===== config.mk =====
export PLATFORM = sky130hd
export DESIGN_NAME = spt_timer
export DESIGN_NICKNAME = d
export VERILOG_FILES = /design/src/shared/spt_pkg.sv /design/src/verilog/spt_timer.sv /design/src/verilog/spt_prescaler.sv
export SDC_FILE = /design/constraint.sdc
export NUM_CORES = 1
export LEC_CHECK = 0
export BUFFER_PORTS_ARGS = -buffer_cell sky130_fd_sc_hd__buf_2
export CELL_PAD_IN_SITES_DETAIL_PLACEMENT = 1
export CELL_PAD_IN_SITES_GLOBAL_PLACEMENT = 1
export CORE_MARGIN = 2
export CORE_UTILIZATION = 44
export CTS_CLUSTER_SIZE = 10
export DETAILED_ROUTE_END_ITERATION = 7
export PLACE_DENSITY_LB_ADDON = 0.08
export REMOVE_ABC_BUFFERS = 1
export SLEW_MARGIN = 0
export SYNTH_ARGS = -nofsm -noshare
export SYNTH_HDL_FRONTEND = slang
export SYNTH_SLANG_ARGS = --single-unit
export TNS_END_PERCENT = 1

===== constraint.sdc =====
create_clock -name ref_clk -period 4 [get_ports ref_clk]
set_input_delay 0.6 -clock ref_clk [delete_from_list [all_inputs] [get_ports ref_clk]]
set_output_delay 0.6 -clock ref_clk [all_outputs]
set_load 0.02 [all_outputs]

===== src/shared/spt_pkg.sv =====
// Purpose: Shared constants and types for the 16-bit period timer
// Assumes: AXI4-Lite register access, 32-bit data, byte addresses
// Notes:   Control word layout mirrors the register bit positions
package spt_pkg;

	// ************************************************************
	// Register map
	// ************************************************************
	localparam logic [7:0]  ADDR_CONTROL = 8'h00;
	localparam logic [7:0]  ADDR_PERIOD  = 8'h04;
	localparam logic [7:0]  ADDR_COUNT   = 8'h08;
	localparam logic [7:0]  ADDR_STATUS  = 8'h0c;
	localparam logic [7:0]  ADDR_MASK    = 8'h10;

	localparam logic [15:0] CONTROL_RESET = 16'h0000;
	localparam logic [15:0] CONTROL_IMPL  = 16'ha376; // Writable bit positions
	localparam logic [15:0] PERIOD_RESET  = 16'hffff;
	localparam logic [15:0] COUNT_RESET   = 16'h0000;

	// Status and mask bit positions
	localparam int          STAT_W       = 2;
	localparam int          STAT_PERIOD  = 0;
	localparam int          STAT_GATE    = 1;
	localparam logic [1:0]  STATUS_RESET = 2'h0;
	localparam logic [1:0]  MASK_RESET   = 2'h0;

	// Extended clock select codes
	localparam logic [1:0]  ECS_SECONDARY = 2'h0;
	localparam logic [1:0]  ECS_EXT_PIN   = 2'h1;
	localparam logic [1:0]  ECS_LOW_POWER_RC_OSC      = 2'h2;

	// Prescaler terminal counts (ratio minus one)
	localparam logic [7:0]  PS_LIMIT_1   = 8'h00;
	localparam logic [7:0]  PS_LIMIT_8   = 8'h07;
	localparam logic [7:0]  PS_LIMIT_64  = 8'h3f;
	localparam logic [7:0]  PS_LIMIT_256 = 8'hff;

	localparam logic [1:0]  RESP_OKAY   = 2'h0;
	localparam logic [1:0]  RESP_SLVERR = 2'h2;

	// ************************************************************
	// Types
	// ************************************************************
	typedef struct packed {
		logic       timerRun;
		logic       rsv14;
		logic       idleStopSelect;
		logic [2:0] rsv12;
		logic [1:0] extendedClockSelect;
		logic       rsv7;
		logic       gatedAccumEnable;
		logic [1:0] prescaleSelect;
		logic       rsv3;
		logic       extClockSync;
		logic       clockSourceSelect;
		logic       rsv0;
	} spt_ctrl_t;

	// Asynchronous inputs, one bit per pin
	typedef struct packed {
		logic gatePin;
		logic lowPowerRcOsc;
		logic extClockPin;
		logic secondaryOsc;
	} spt_pins_t;

endpackage : spt_pkg


===== src/verilog/spt_timer.sv =====
// Purpose: 16-bit period timer with control, period, count, status and mask registers
// Assumes: ref_clk 250 MHz stands for the oscillator; pins are asynchronous
// Notes:   Function
// Function
// RULE1 - Run bit starts and stops counter
// RULE2 - Idle-stop bit halts timer in Idle
// RULE3 - Source bit picks half-rate clock or extended
// RULE4 - Extended select: RC, pin, secondary; 11 reserved
// RULE5 - Gate bit gates internal clock only
// RULE6 - Sync bit aligns external clock only
// RULE7 - Unimplemented control bits read zero
// RULE8 - Prescale field divides 1, 8, 64, 256
// RULE9 - Software loads the period register
// RULE10 - Period match clears counter, sets flag
//
// Our own choices: the register offsets and the AXI4-Lite slave port.
`timescale 1ns/1ps
module spt_timer
	import spt_pkg::*;
#(
	parameter int ADDR_W = 8
) (
	input  wire logic              ref_clk,
	input  wire logic              sys_rst,
	input  wire logic [ADDR_W-1:0] s_axi_awaddr,
	input  wire logic              s_axi_awvalid,
	output logic                   s_axi_awready,
	input  wire logic [31:0]       s_axi_wdata,
	input  wire logic [3:0]        s_axi_wstrb,
	input  wire logic              s_axi_wvalid,
	output logic                   s_axi_wready,
	output logic [1:0]             s_axi_bresp,
	output logic                   s_axi_bvalid,
	input  wire logic              s_axi_bready,
	input  wire logic [ADDR_W-1:0] s_axi_araddr,
	input  wire logic              s_axi_arvalid,
	output logic                   s_axi_arready,
	output logic [31:0]            s_axi_rdata,
	output logic [1:0]             s_axi_rresp,
	output logic                   s_axi_rvalid,
	input  wire logic              s_axi_rready,
	input  wire logic              idleMode,
	input  wire spt_pins_t         extPins,
	output logic                   timerIrq
);

	if (ADDR_W < 5) begin : gChk
		$error("spt_timer: ADDR_W must be at least 5");
	end

	// ************************************************************
	// Pin synchronisers and edge detection
	// ************************************************************
	spt_pins_t pinMeta, pinSync, pinPrev;

	for (genvar i = 0; i < 4; i++) begin : gSync
		always_ff @(posedge ref_clk or posedge sys_rst) begin
			if (sys_rst) begin
				pinMeta[i] <= 1'b0;
				pinSync[i] <= 1'b0;
				pinPrev[i] <= 1'b0;
			end else begin
				pinMeta[i] <= extPins[i];
				pinSync[i] <= pinMeta[i];
				pinPrev[i] <= pinSync[i];
			end
		end
	end

	// ************************************************************
	// Registers and bus state
	// ************************************************************
	spt_ctrl_t         ctrl, next_ctrl;
	logic [15:0]       period, next_period;
	logic [15:0]       count, next_count;
	logic [STAT_W-1:0] status, next_status;
	logic [STAT_W-1:0] mask, next_mask;
	logic [STAT_W-1:0] statusSet;
	logic              awHeld, next_awHeld, wHeld, next_wHeld;
	logic [ADDR_W-1:0] awAddr, next_awAddr, wAddr;
	logic [31:0]       wData, next_wData, wDataEff;
	logic [3:0]        wStrb, next_wStrb, wStrbEff;
	logic              next_bvalid, next_rvalid;
	logic [1:0]        next_bresp, next_rresp;
	logic [31:0]       next_rdata;
	logic              doWrite, doRead, ctrlWrite;

	// Merge a 16-bit register with the low two byte lanes
	function automatic logic [15:0] sptMerge(input logic [15:0] old, input logic [31:0] d,
		input logic [3:0] s);
		logic [15:0] r;
		r = old;
		if (s[0]) begin
			r[7:0] = d[7:0];
		end
		if (s[1]) begin
			r[15:8] = d[15:8];
		end
		return r;
	endfunction : sptMerge

	assign s_axi_awready = !awHeld && !s_axi_bvalid;
	assign s_axi_wready  = !wHeld && !s_axi_bvalid;
	assign s_axi_arready = !s_axi_rvalid;
	assign doWrite  = (awHeld || s_axi_awvalid) && (wHeld || s_axi_wvalid) && !s_axi_bvalid;
	assign doRead   = s_axi_arvalid && s_axi_arready;
	assign wAddr    = awHeld ? awAddr : s_axi_awaddr;
	assign wDataEff = wHeld ? wData : s_axi_wdata;
	assign wStrbEff = wHeld ? wStrb : s_axi_wstrb;
	assign ctrlWrite = doWrite && (wAddr == ADDR_W'(ADDR_CONTROL));

	// Address and data are caught in either order, then written together
	always_comb begin
		next_awHeld = awHeld;
		next_wHeld  = wHeld;
		next_awAddr = awAddr;
		next_wData  = wData;
		next_wStrb  = wStrb;
		next_bvalid = s_axi_bvalid && !s_axi_bready;
		next_bresp  = s_axi_bresp;
		next_rvalid = s_axi_rvalid && !s_axi_rready;
		next_rresp  = s_axi_rresp;
		next_rdata  = s_axi_rdata;
		next_ctrl   = ctrl;
		next_period = period;
		next_mask   = mask;
		next_status = status | statusSet;
		if (s_axi_awvalid && s_axi_awready) begin
			next_awHeld = 1'b1;
			next_awAddr = s_axi_awaddr;
		end
		if (s_axi_wvalid && s_axi_wready) begin
			next_wHeld = 1'b1;
			next_wData = s_axi_wdata;
			next_wStrb = s_axi_wstrb;
		end
		if (doWrite) begin
			next_awHeld = 1'b0;
			next_wHeld  = 1'b0;
			next_bvalid = 1'b1;
			next_bresp  = RESP_OKAY;
			case (wAddr)
				ADDR_W'(ADDR_CONTROL): next_ctrl = spt_ctrl_t'(
					sptMerge(ctrl, wDataEff, wStrbEff) & CONTROL_IMPL); // RULE7
				ADDR_W'(ADDR_PERIOD):  next_period = sptMerge(period, wDataEff, wStrbEff); // RULE9
				ADDR_W'(ADDR_COUNT):   ;
				ADDR_W'(ADDR_STATUS): begin
					// Write one to clear; a same-cycle event still sets
					if (wStrbEff[0]) begin
						next_status = (status & ~wDataEff[STAT_W-1:0]) | statusSet;
					end
				end
				ADDR_W'(ADDR_MASK): begin
					if (wStrbEff[0]) begin
						next_mask = wDataEff[STAT_W-1:0];
					end
				end
				default: next_bresp = RESP_SLVERR;
			endcase
		end
		if (doRead) begin
			next_rvalid = 1'b1;
			next_rresp  = RESP_OKAY;
			case (s_axi_araddr)
				ADDR_W'(ADDR_CONTROL): next_rdata = {16'h0000, ctrl}; // RULE7
				ADDR_W'(ADDR_PERIOD):  next_rdata = {16'h0000, period};
				ADDR_W'(ADDR_COUNT):   next_rdata = {16'h0000, count};
				ADDR_W'(ADDR_STATUS):  next_rdata = {{(32-STAT_W){1'b0}}, status};
				ADDR_W'(ADDR_MASK):    next_rdata = {{(32-STAT_W){1'b0}}, mask};
				default: begin
					next_rdata = 32'h0000_0000;
					next_rresp = RESP_SLVERR;
				end
			endcase
		end
	end

	always_ff @(posedge ref_clk or posedge sys_rst) begin
		if (sys_rst) begin
			awHeld       <= 1'b0;
			wHeld        <= 1'b0;
			awAddr       <= '0;
			wData        <= 32'h0000_0000;
			wStrb        <= 4'h0;
			s_axi_bvalid <= 1'b0;
			s_axi_bresp  <= RESP_OKAY;
			s_axi_rvalid <= 1'b0;
			s_axi_rresp  <= RESP_OKAY;
			s_axi_rdata  <= 32'h0000_0000;
			ctrl         <= spt_ctrl_t'(CONTROL_RESET);
			period       <= PERIOD_RESET;
			mask         <= MASK_RESET;
			status       <= STATUS_RESET;
		end else begin
			awHeld       <= next_awHeld;
			wHeld        <= next_wHeld;
			awAddr       <= next_awAddr;
			wData        <= next_wData;
			wStrb        <= next_wStrb;
			s_axi_bvalid <= next_bvalid;
			s_axi_bresp  <= next_bresp;
			s_axi_rvalid <= next_rvalid;
			s_axi_rresp  <= next_rresp;
			s_axi_rdata  <= next_rdata;
			ctrl         <= next_ctrl;
			period       <= next_period;
			mask         <= next_mask;
			status       <= next_status;
		end
	end

	assign timerIrq = |(status & mask);

	// ************************************************************
	// Clock source selection and counting
	// ************************************************************
	logic halfTick, extLevel, extPrev, extEdge, extPend, next_extPend;
	logic srcTick, psTick, counterRun, gatedMode, gateFall;

	// Half-rate internal clock enable
	always_ff @(posedge ref_clk or posedge sys_rst) begin
		if (sys_rst) begin
			halfTick <= 1'b0;
		end else begin
			halfTick <= !halfTick;
		end
	end

	// Extended source mux; the reserved code yields no clock
	always_comb begin
		case (ctrl.extendedClockSelect) // RULE4
			ECS_LOW_POWER_RC_OSC:      begin extLevel = pinSync.lowPowerRcOsc; extPrev = pinPrev.lowPowerRcOsc; end
			ECS_EXT_PIN:   begin extLevel = pinSync.extClockPin;   extPrev = pinPrev.extClockPin;   end
			ECS_SECONDARY: begin extLevel = pinSync.secondaryOsc;  extPrev = pinPrev.secondaryOsc;  end
			default:       begin extLevel = 1'b0;                  extPrev = 1'b0;                  end
		endcase
	end
	assign extEdge = extLevel && !extPrev;

	assign counterRun = ctrl.timerRun && !(idleMode && ctrl.idleStopSelect); // RULE1 RULE2
	assign gatedMode  = !ctrl.clockSourceSelect && ctrl.gatedAccumEnable; // RULE5
	assign gateFall   = gatedMode && counterRun && pinPrev.gatePin && !pinSync.gatePin;

	// Synchronised mode holds an edge until the next internal tick
	always_comb begin
		next_extPend = (extPend || extEdge) && !halfTick;
		if (!ctrl.extClockSync || !ctrl.clockSourceSelect) begin
			next_extPend = 1'b0;
		end
	end

	always_ff @(posedge ref_clk or posedge sys_rst) begin
		if (sys_rst) begin
			extPend <= 1'b0;
		end else begin
			extPend <= next_extPend;
		end
	end

	// Source tick: internal half-rate, gated or not, else an external edge
	always_comb begin
		if (!ctrl.clockSourceSelect) begin // RULE3
			srcTick = halfTick && (!ctrl.gatedAccumEnable || pinSync.gatePin); // RULE5
		end else if (ctrl.extClockSync) begin
			srcTick = (extPend || extEdge) && halfTick; // RULE6
		end else begin
			srcTick = extEdge;
		end
	end

	spt_prescaler #(
		.CNT_W          (8)
	) uPrescaler (
		.ref_clk        (ref_clk),
		.sys_rst        (sys_rst),
		.clear          (ctrlWrite || !counterRun),
		.inTick         (srcTick && counterRun),
		.prescaleSelect (ctrl.prescaleSelect),
		.outTick        (psTick)
	);

	// Counter wraps to zero on the tick where the count matches the period
	always_comb begin
		next_count = count;
		statusSet  = '0;
		if (psTick && counterRun) begin
			if (count == period) begin // RULE10
				next_count = 16'h0000;
				statusSet[STAT_PERIOD] = 1'b1;
			end else begin
				next_count = count + 16'h0001; // RULE1
			end
		end
		statusSet[STAT_GATE] = gateFall;
	end

	always_ff @(posedge ref_clk or posedge sys_rst) begin
		if (sys_rst) begin
			count <= COUNT_RESET;
		end else begin
			count <= next_count;
		end
	end
endmodule : spt_timer


===== src/verilog/spt_prescaler.sv =====
// Purpose: Input clock prescaler, one output tick per 1, 8, 64 or 256 input ticks
// Assumes: inTick is a one-cycle enable on ref_clk
// Notes:   clear restarts the division so a new ratio starts cleanly
`timescale 1ns/1ps
module spt_prescaler
	import spt_pkg::*;
#(
	parameter int CNT_W = 8
) (
	input  wire logic       ref_clk,
	input  wire logic       sys_rst,
	input  wire logic       clear,
	input  wire logic       inTick,
	input  wire logic [1:0] prescaleSelect,
	output logic            outTick
);

	// ************************************************************
	// Division counter
	// ************************************************************
	if (CNT_W < 8) begin : gChk
		$error("spt_prescaler: CNT_W must be at least 8");
	end

	logic [CNT_W-1:0] cnt;
	logic [CNT_W-1:0] next_cnt;
	logic [CNT_W-1:0] limit;

	// Ratio decode
	always_comb begin
		case (prescaleSelect)
			2'h3:    limit = CNT_W'(PS_LIMIT_256);
			2'h2:    limit = CNT_W'(PS_LIMIT_64);
			2'h1:    limit = CNT_W'(PS_LIMIT_8);
			default: limit = CNT_W'(PS_LIMIT_1);
		endcase
	end

	assign outTick = inTick && (cnt >= limit); // RULE8

	// Wrap on the terminal count; >= guards a ratio lowered mid-count
	always_comb begin
		next_cnt = cnt;
		if (clear) begin
			next_cnt = '0;
		end else if (outTick) begin
			next_cnt = '0;
		end else if (inTick) begin
			next_cnt = cnt + CNT_W'(1);
		end
	end

	always_ff @(posedge ref_clk or posedge sys_rst) begin
		if (sys_rst) begin
			cnt <= '0;
		end else begin
			cnt <= next_cnt;
		end
	end
endmodule : spt_prescaler


---- After elaboration in Yosys (flattened, before gate mapping) ----
Index checks and enable logic that the tools add are counted.
storage, ports and cells
  register bits after elaboration ......... 133
  input port bits ......................... 64
  output and inout port bits .............. 42
  logic and storage cells ................. 143
cells by class
  add/sub/neg operators ................... 2
  magnitude comparators ................... 1
  eq/ne operators ......................... 14
  mux-type cells .......................... 27
  bitwise logic cells ..................... 5
  reductions and logical operators ........ 57
operators by type and width
  kind                     number
  $pmux W16 S5             1
  $eq A8 B4 Y1 const B     4
  $mux W16                 2
  $mux W8                  4
  $pmux W8 S3              1
  $logic_and A1 B1 Y1      23
  $add A16 B1 Y16 const B  1
  $eq A16 B16 Y1           1
  $eq A8 B3 Y1 const B     2
  $eq A8 B5 Y1 const B     2
  $logic_not A8 Y1         2
  $reduce_and A3 Y1        5
  $logic_not A1 Y1         14
  $mux W2                  6
  $mux W1                  11
  $reduce_or A5 Y1         2
  $add A8 B1 Y8 const B    1
  $ge A8 B8 Y1             1
  $eq A2 B2 Y1 const B     3
  $logic_or A1 B1 Y1       6
  $pmux W1 S3              2
  $and A2 B2 Y2            2
  $eq A2 B1 Y1 const B     2
  $or A2 B2 Y2             2
  5 further kinds          6

---- Depth between registers and ports, before layout ----
  depth after elaboration ................. 16
  gate-level depth with buffers ........... 10
  mapped depth without buffers ............ 8

---- Hierarchy ----
From an unflattened synthesis, not the netlist that was laid out.
unflattened totals
  cell total of the unflattened synthesis .. 543
  area total of the unflattened synthesis .. 6004.5 um^2
modules (own cells, without submodules)
  module         times used  cells each  area each (um^2)  sequential area each (um^2)
  spt_timer      1           466         5286.3            2697.6
  spt_prescaler  1           77          718.2             200.2

---- Least setup slack after synthesis ----
No wires, ideal clock.
  path kind ............................... flip-flop to flip-flop
  from .................................... register ctrl[5] (netlist name)
  to ...................................... register count[15]
  setup time .............................. 0.110 ns
  arrival time ............................ 2.254 ns
  required time ........................... 3.890 ns
  path slack .............................. 1.636 ns
  stages on the path, launching flop included .. 11
  path buffers ............................ 2
  clock period less this slack ............ 2.364 ns
  cells stage by stage .................... dfrtp_1 -> or2_2 -> ha_1 -> nand2b_1 -> a211oi_1 -> o221ai_1 -> o211ai_1 -> clkbuf_1 -> clkbuf_1 -> o21ai_0 -> o41ai_1
between the ends
  longest elaborated chain between the ends .. 5
  elaborated cells on any way between the ends .. 7
  classes of those cells .................. order compare: 1; eq/ne: 3; mux: 1; reduce/logical: 2
RTL lines
  element                                              line                 text
  from (decl)                                          spt_timer.sv:73      spt_ctrl_t ctrl, next_ctrl;
  from (signal assigned)                               spt_timer.sv:190     ctrl <= spt_ctrl_t'(CONTROL_RESET);
  from (signal assigned)                               spt_timer.sv:205     ctrl <= next_ctrl;
  $eq A2 B1 Y1 / $eq A2 B2 Y1 (equally long branches)  spt_prescaler.sv:31  case (prescaleSelect)
  $pmux W8 S3 (*)                                      spt_prescaler.sv:31
  $ge A8 B8 Y1 (*)                                     spt_prescaler.sv:39  assign outTick = inTick && (cnt >= limit);
  $logic_and A1 B1 Y1 (*)                              spt_prescaler.sv:39
  $logic_and A1 B1 Y1 (*)                              spt_timer.sv:286     if (psTick && counterRun) begin
  to (signal assigned)                                 spt_timer.sv:301     count <= next_count;
  to (decl)                                            spt_timer.sv:75      logic [15:0] count, next_count;
Mark *: on every way between the ends. The rest lies on a longest branch, timed or not.
A chain may end at the register's enable or synchronous reset.

---- Worst setup path after layout ----
  from .................................... register ctrl[5] (netlist name)
  to ...................................... register count[0]
Same word-level chain as after synthesis.

==> run_results.csv <==
group,metric,value,unit
outcome,status,"finished clean",
logic_synthesis,synth_edf_count,0,
routing,route.detailed.drc,0,
timing,finalSetupTns,0,ns
layout,final_common_cell,"dfrtp_1",
critical_path,arrival,3.18,ns
global_routing,overflow,0,
cts,h-tree-depth,4,
critical_path,r2r-end,"count[0]",
timing,layout_setup_ws,1.08,ns
timing,tightestPinTransition,1.10,ns
critical_path,crit_chain,"or2_2, ha_1, nand2b_1, a211oi_1, o221ai_1, o211ai_1, nand2b_1, o21ai_0",
global_routing,antenna_found_initial,0,
floorplanning,start_util,45.0,%
placed_design,dp.cells,781,
power_and_ir_drop,switchingPower,0.00111,W
global_routing,grt_pass1_vias,4720,
logic_synthesis,ys_types,61,
power_and_ir_drop,p_seq_share,40.7,%
cts,tritoncts.num_buffers,17,
logic_synthesis,synthFlopType,"dfrtp_1",
layout,layout_common_cells,"dfrtp_1, buf_2, mux2_2",
flow_run,max_cap_violations,0,
layout,fillerInstances,1491,
critical_path,cp_slowest_cell,"nand2b_1",
timing,max_freq,0.342,GHz
routing,drtIter0Drc,154,
placed_design,hpwl,10300,um
floorplanning,num_rows,42,
power_and_ir_drop,totalPowerFinal,0.00378,W
power_and_ir_drop,ir_drop,0.000466,V
global_routing,grtUsageTotal,21.8,%
global_routing,grt_pass1_wl,24700,um
layout,nets,698,
hold_path,hold_path.class,"input pin to asynchronous set/reset pin",
floorplanning,dieArea,14500,um2
placed_design,place_congestion,0.858,
critical_path,ff2ff_path_depth,8,
critical_path,r2r_start,"ctrl[5]",
cts,cts.path.max_buffers,2,
power_and_ir_drop,comb_power_share,21.8,%
critical_path,worst_setup_path_end_kind,"register",
cts,postCtsResizedCells,0,
routing,wl,14600,um
routing,detail_route.vias_per_cell,5.50,
logic_synthesis,syn_area_per_cell,10.7,um2
cts,cts_tree,"built",
critical_path,worst_path_most_repeated_cell,"nand2b_1",
layout,antenna_cells,0,
logic_synthesis,ys_warn_count,0,
floorplanning,core,13200,um2
power_and_ir_drop,power_density,546,nW/um2
layout,fin_util,52.3,%
timing,setup_viol,0,
routing,wl_per_cell,18.0,um
timing,slew_headroom,24.7,%
critical_path,critPathMaxStageDelay,0.53,ns
routing,vias,4465,
layout,drive_gt1_share,29.1,%
critical_path,critPathTopFamily,"compound AO/OA/AOI/OAI gates",
placed_design,io_buffers,69,
critical_path,crit_fanout,13,
critical_path,ff2ff_setup_slack,1.08,ns
timing,slew_viol_final,0,
cts,clk_pin_slew,0.05,ns
cts,clk_latency,0.41,ns
logic_synthesis,synth_cells,558,
power_and_ir_drop,p_int,0.00267,W
floorplanning,die_h,120,um
layout,final_cell_count_no_fill,812,
timing,fin_skew,0.00736,ns
logic_synthesis,syn_area,5960,um2
critical_path,criticalPathCategory,"register to register",
timing,rsz0062_at_grt,"no",
critical_path,crit_buf_inv,0,
floorplanning,pin_count,106,
logic_synthesis,async_reset_ff_share,100,%
power_and_ir_drop,swShare,29.3,%
logic_synthesis,yosysSeqAreaShare,48.6,%
routing,drt-pass1-iter-count,5,
logic_synthesis,synth_seq_cells,115,
power_and_ir_drop,p_leak,3.02,nW
cts,postCtsHoldBufs,0,
cts,root_buffer,"clkbuf_16",
global_routing,grt_max_degree,54,
timing,fin_crit,2.92,ns
critical_path,start_kind,"register",
timing,final_hold_viol_count,0,
timing,fin_crit_sh,73.1,%
cts,cts_setup_buffers,0,
routing,antenna_left,0,
floorplanning,die_w,120,um
critical_path,crit_required,4.26,ns
power_and_ir_drop,p_clk_share,37.5,%
placed_design,post-place-ws,1.07,ns
cts,clock_sinks,115,
layout,syn2layout_area_growth,16.3,%
[cell type report]
class                      instances  area [um2]  area share (%)
timing repair buffer              74         383            5.52
inverter                          20        77.6            1.12
clock buffer                      27         503            7.26
multi-input combinational        396        2800            40.4
clock inverter                     4        47.5           0.686
sequential                       115        2900            41.8
tap                              176         220            3.18
[layer usage]
layer	wire length, um	global-route usage (%)	share of wire [%]	up-vias
met1	6960	30.0	48	2220
met3	679	4.76	4.6	21
met4	230	7.70	1.6	0
li1	-	-	-	2101
met5	0	0	0	-
met2	6740	34.2	46	123
[metrics by stage]
stage | hold WS [ns] | instance area, um2
final | 0.278 | 6930
after global routing | 0.277 | 6930
after CTS | 0.279 | 6930
after detailed placement | 0.339 | 6380
after global placement | 0.332 | 6380
after floorplan | 0.331 | 5780
[power groups by stage]
stage / logic, W / registers [W] / clock network (W)
final: 0.000823 / 0.00154 / 0.00142
after detailed placement: 0.000821 / 0.00155 / 0
after CTS: 0.000834 / 0.00154 / 0.00144
after global routing: 0.000915 / 0.00157 / 0.00150
after global placement: 0.000792 / 0.00154 / 0
after floorplan: 0.000579 / 0.00154 / 0
[worst max-delay path by stage]
| stage | from | to | slack (ns) | cells after the start |
|---|---|---|---|---|
| 2_1_floorplan | sys_rst | awAddr[0] | 0.38 | 1 |
| 3_3_place_gp | idleMode | count[15] | 1.13 | 7 |
| 3_5_place_dp | idleMode | count[10] | 1.07 | 8 |
| 4_1_cts | ctrl[5] | count[0] | 1.07 | 8 |
| 5_1_grt | ctrl[5] | count[11] | 0.83 | 8 |
| 6_report | ctrl[5] | count[0] | 1.08 | 8 |
[logic make-up (layout without fill, tap and decap cells)]
family / after synthesis / in the layout / share of synthesized area (%)
mux: 75 / 75 / 14.5
compound gates: 124 / 124 / 13.0
fa+ha+maj: 10 / 10 / 2.10
simple gates: 152 / 152 / 13.8
flops: 115 / 115 / 48.6
xor+xnor: 17 / 17 / 2.50
buf+inv: 64 / 125 / 5.46
other cells: 1 / 18 / 0.0629
[state kept, by name, indices dropped and copies added (netlist names), 4 cells and up]
register / flops
pinSync: 4
pinMeta: 4
count: 16
s_axi_rdata: 16
ctrl: 9
uPrescaler.cnt: 8
awAddr: 8
period: 16
wData: 16
pinPrev: 4
[synthesized netlist by cell type (6+ instances only)]
cell / instances / area share, %
a21oi_1: 20 / 1.7
a22oi_1: 7 / 0.88
a31oi_1: 6 / 0.63
and3_1: 8 / 0.84
buf_4: 18 / 2.3
clkbuf_1: 19 / 1.2
dfrtp_1: 99 / 42
dfstp_2: 16 / 7.1
ha_1: 10 / 2.1
inv_1: 20 / 1.3
mux2_2: 48 / 9.1
mux2_4: 8 / 2.0
mux2i_1: 18 / 3.0
nand2_1: 41 / 2.6
nand2b_1: 12 / 1.3
nand3_1: 17 / 1.4
nand4_1: 6 / 0.63
nor2_1: 35 / 2.2
o211ai_1: 6 / 0.76
o21ai_0: 39 / 3.3
o21ai_1: 6 / 0.50
o31ai_1: 23 / 2.9
xnor2_1: 17 / 2.5
No activity file was read; power rests on OpenSTA's default activity.
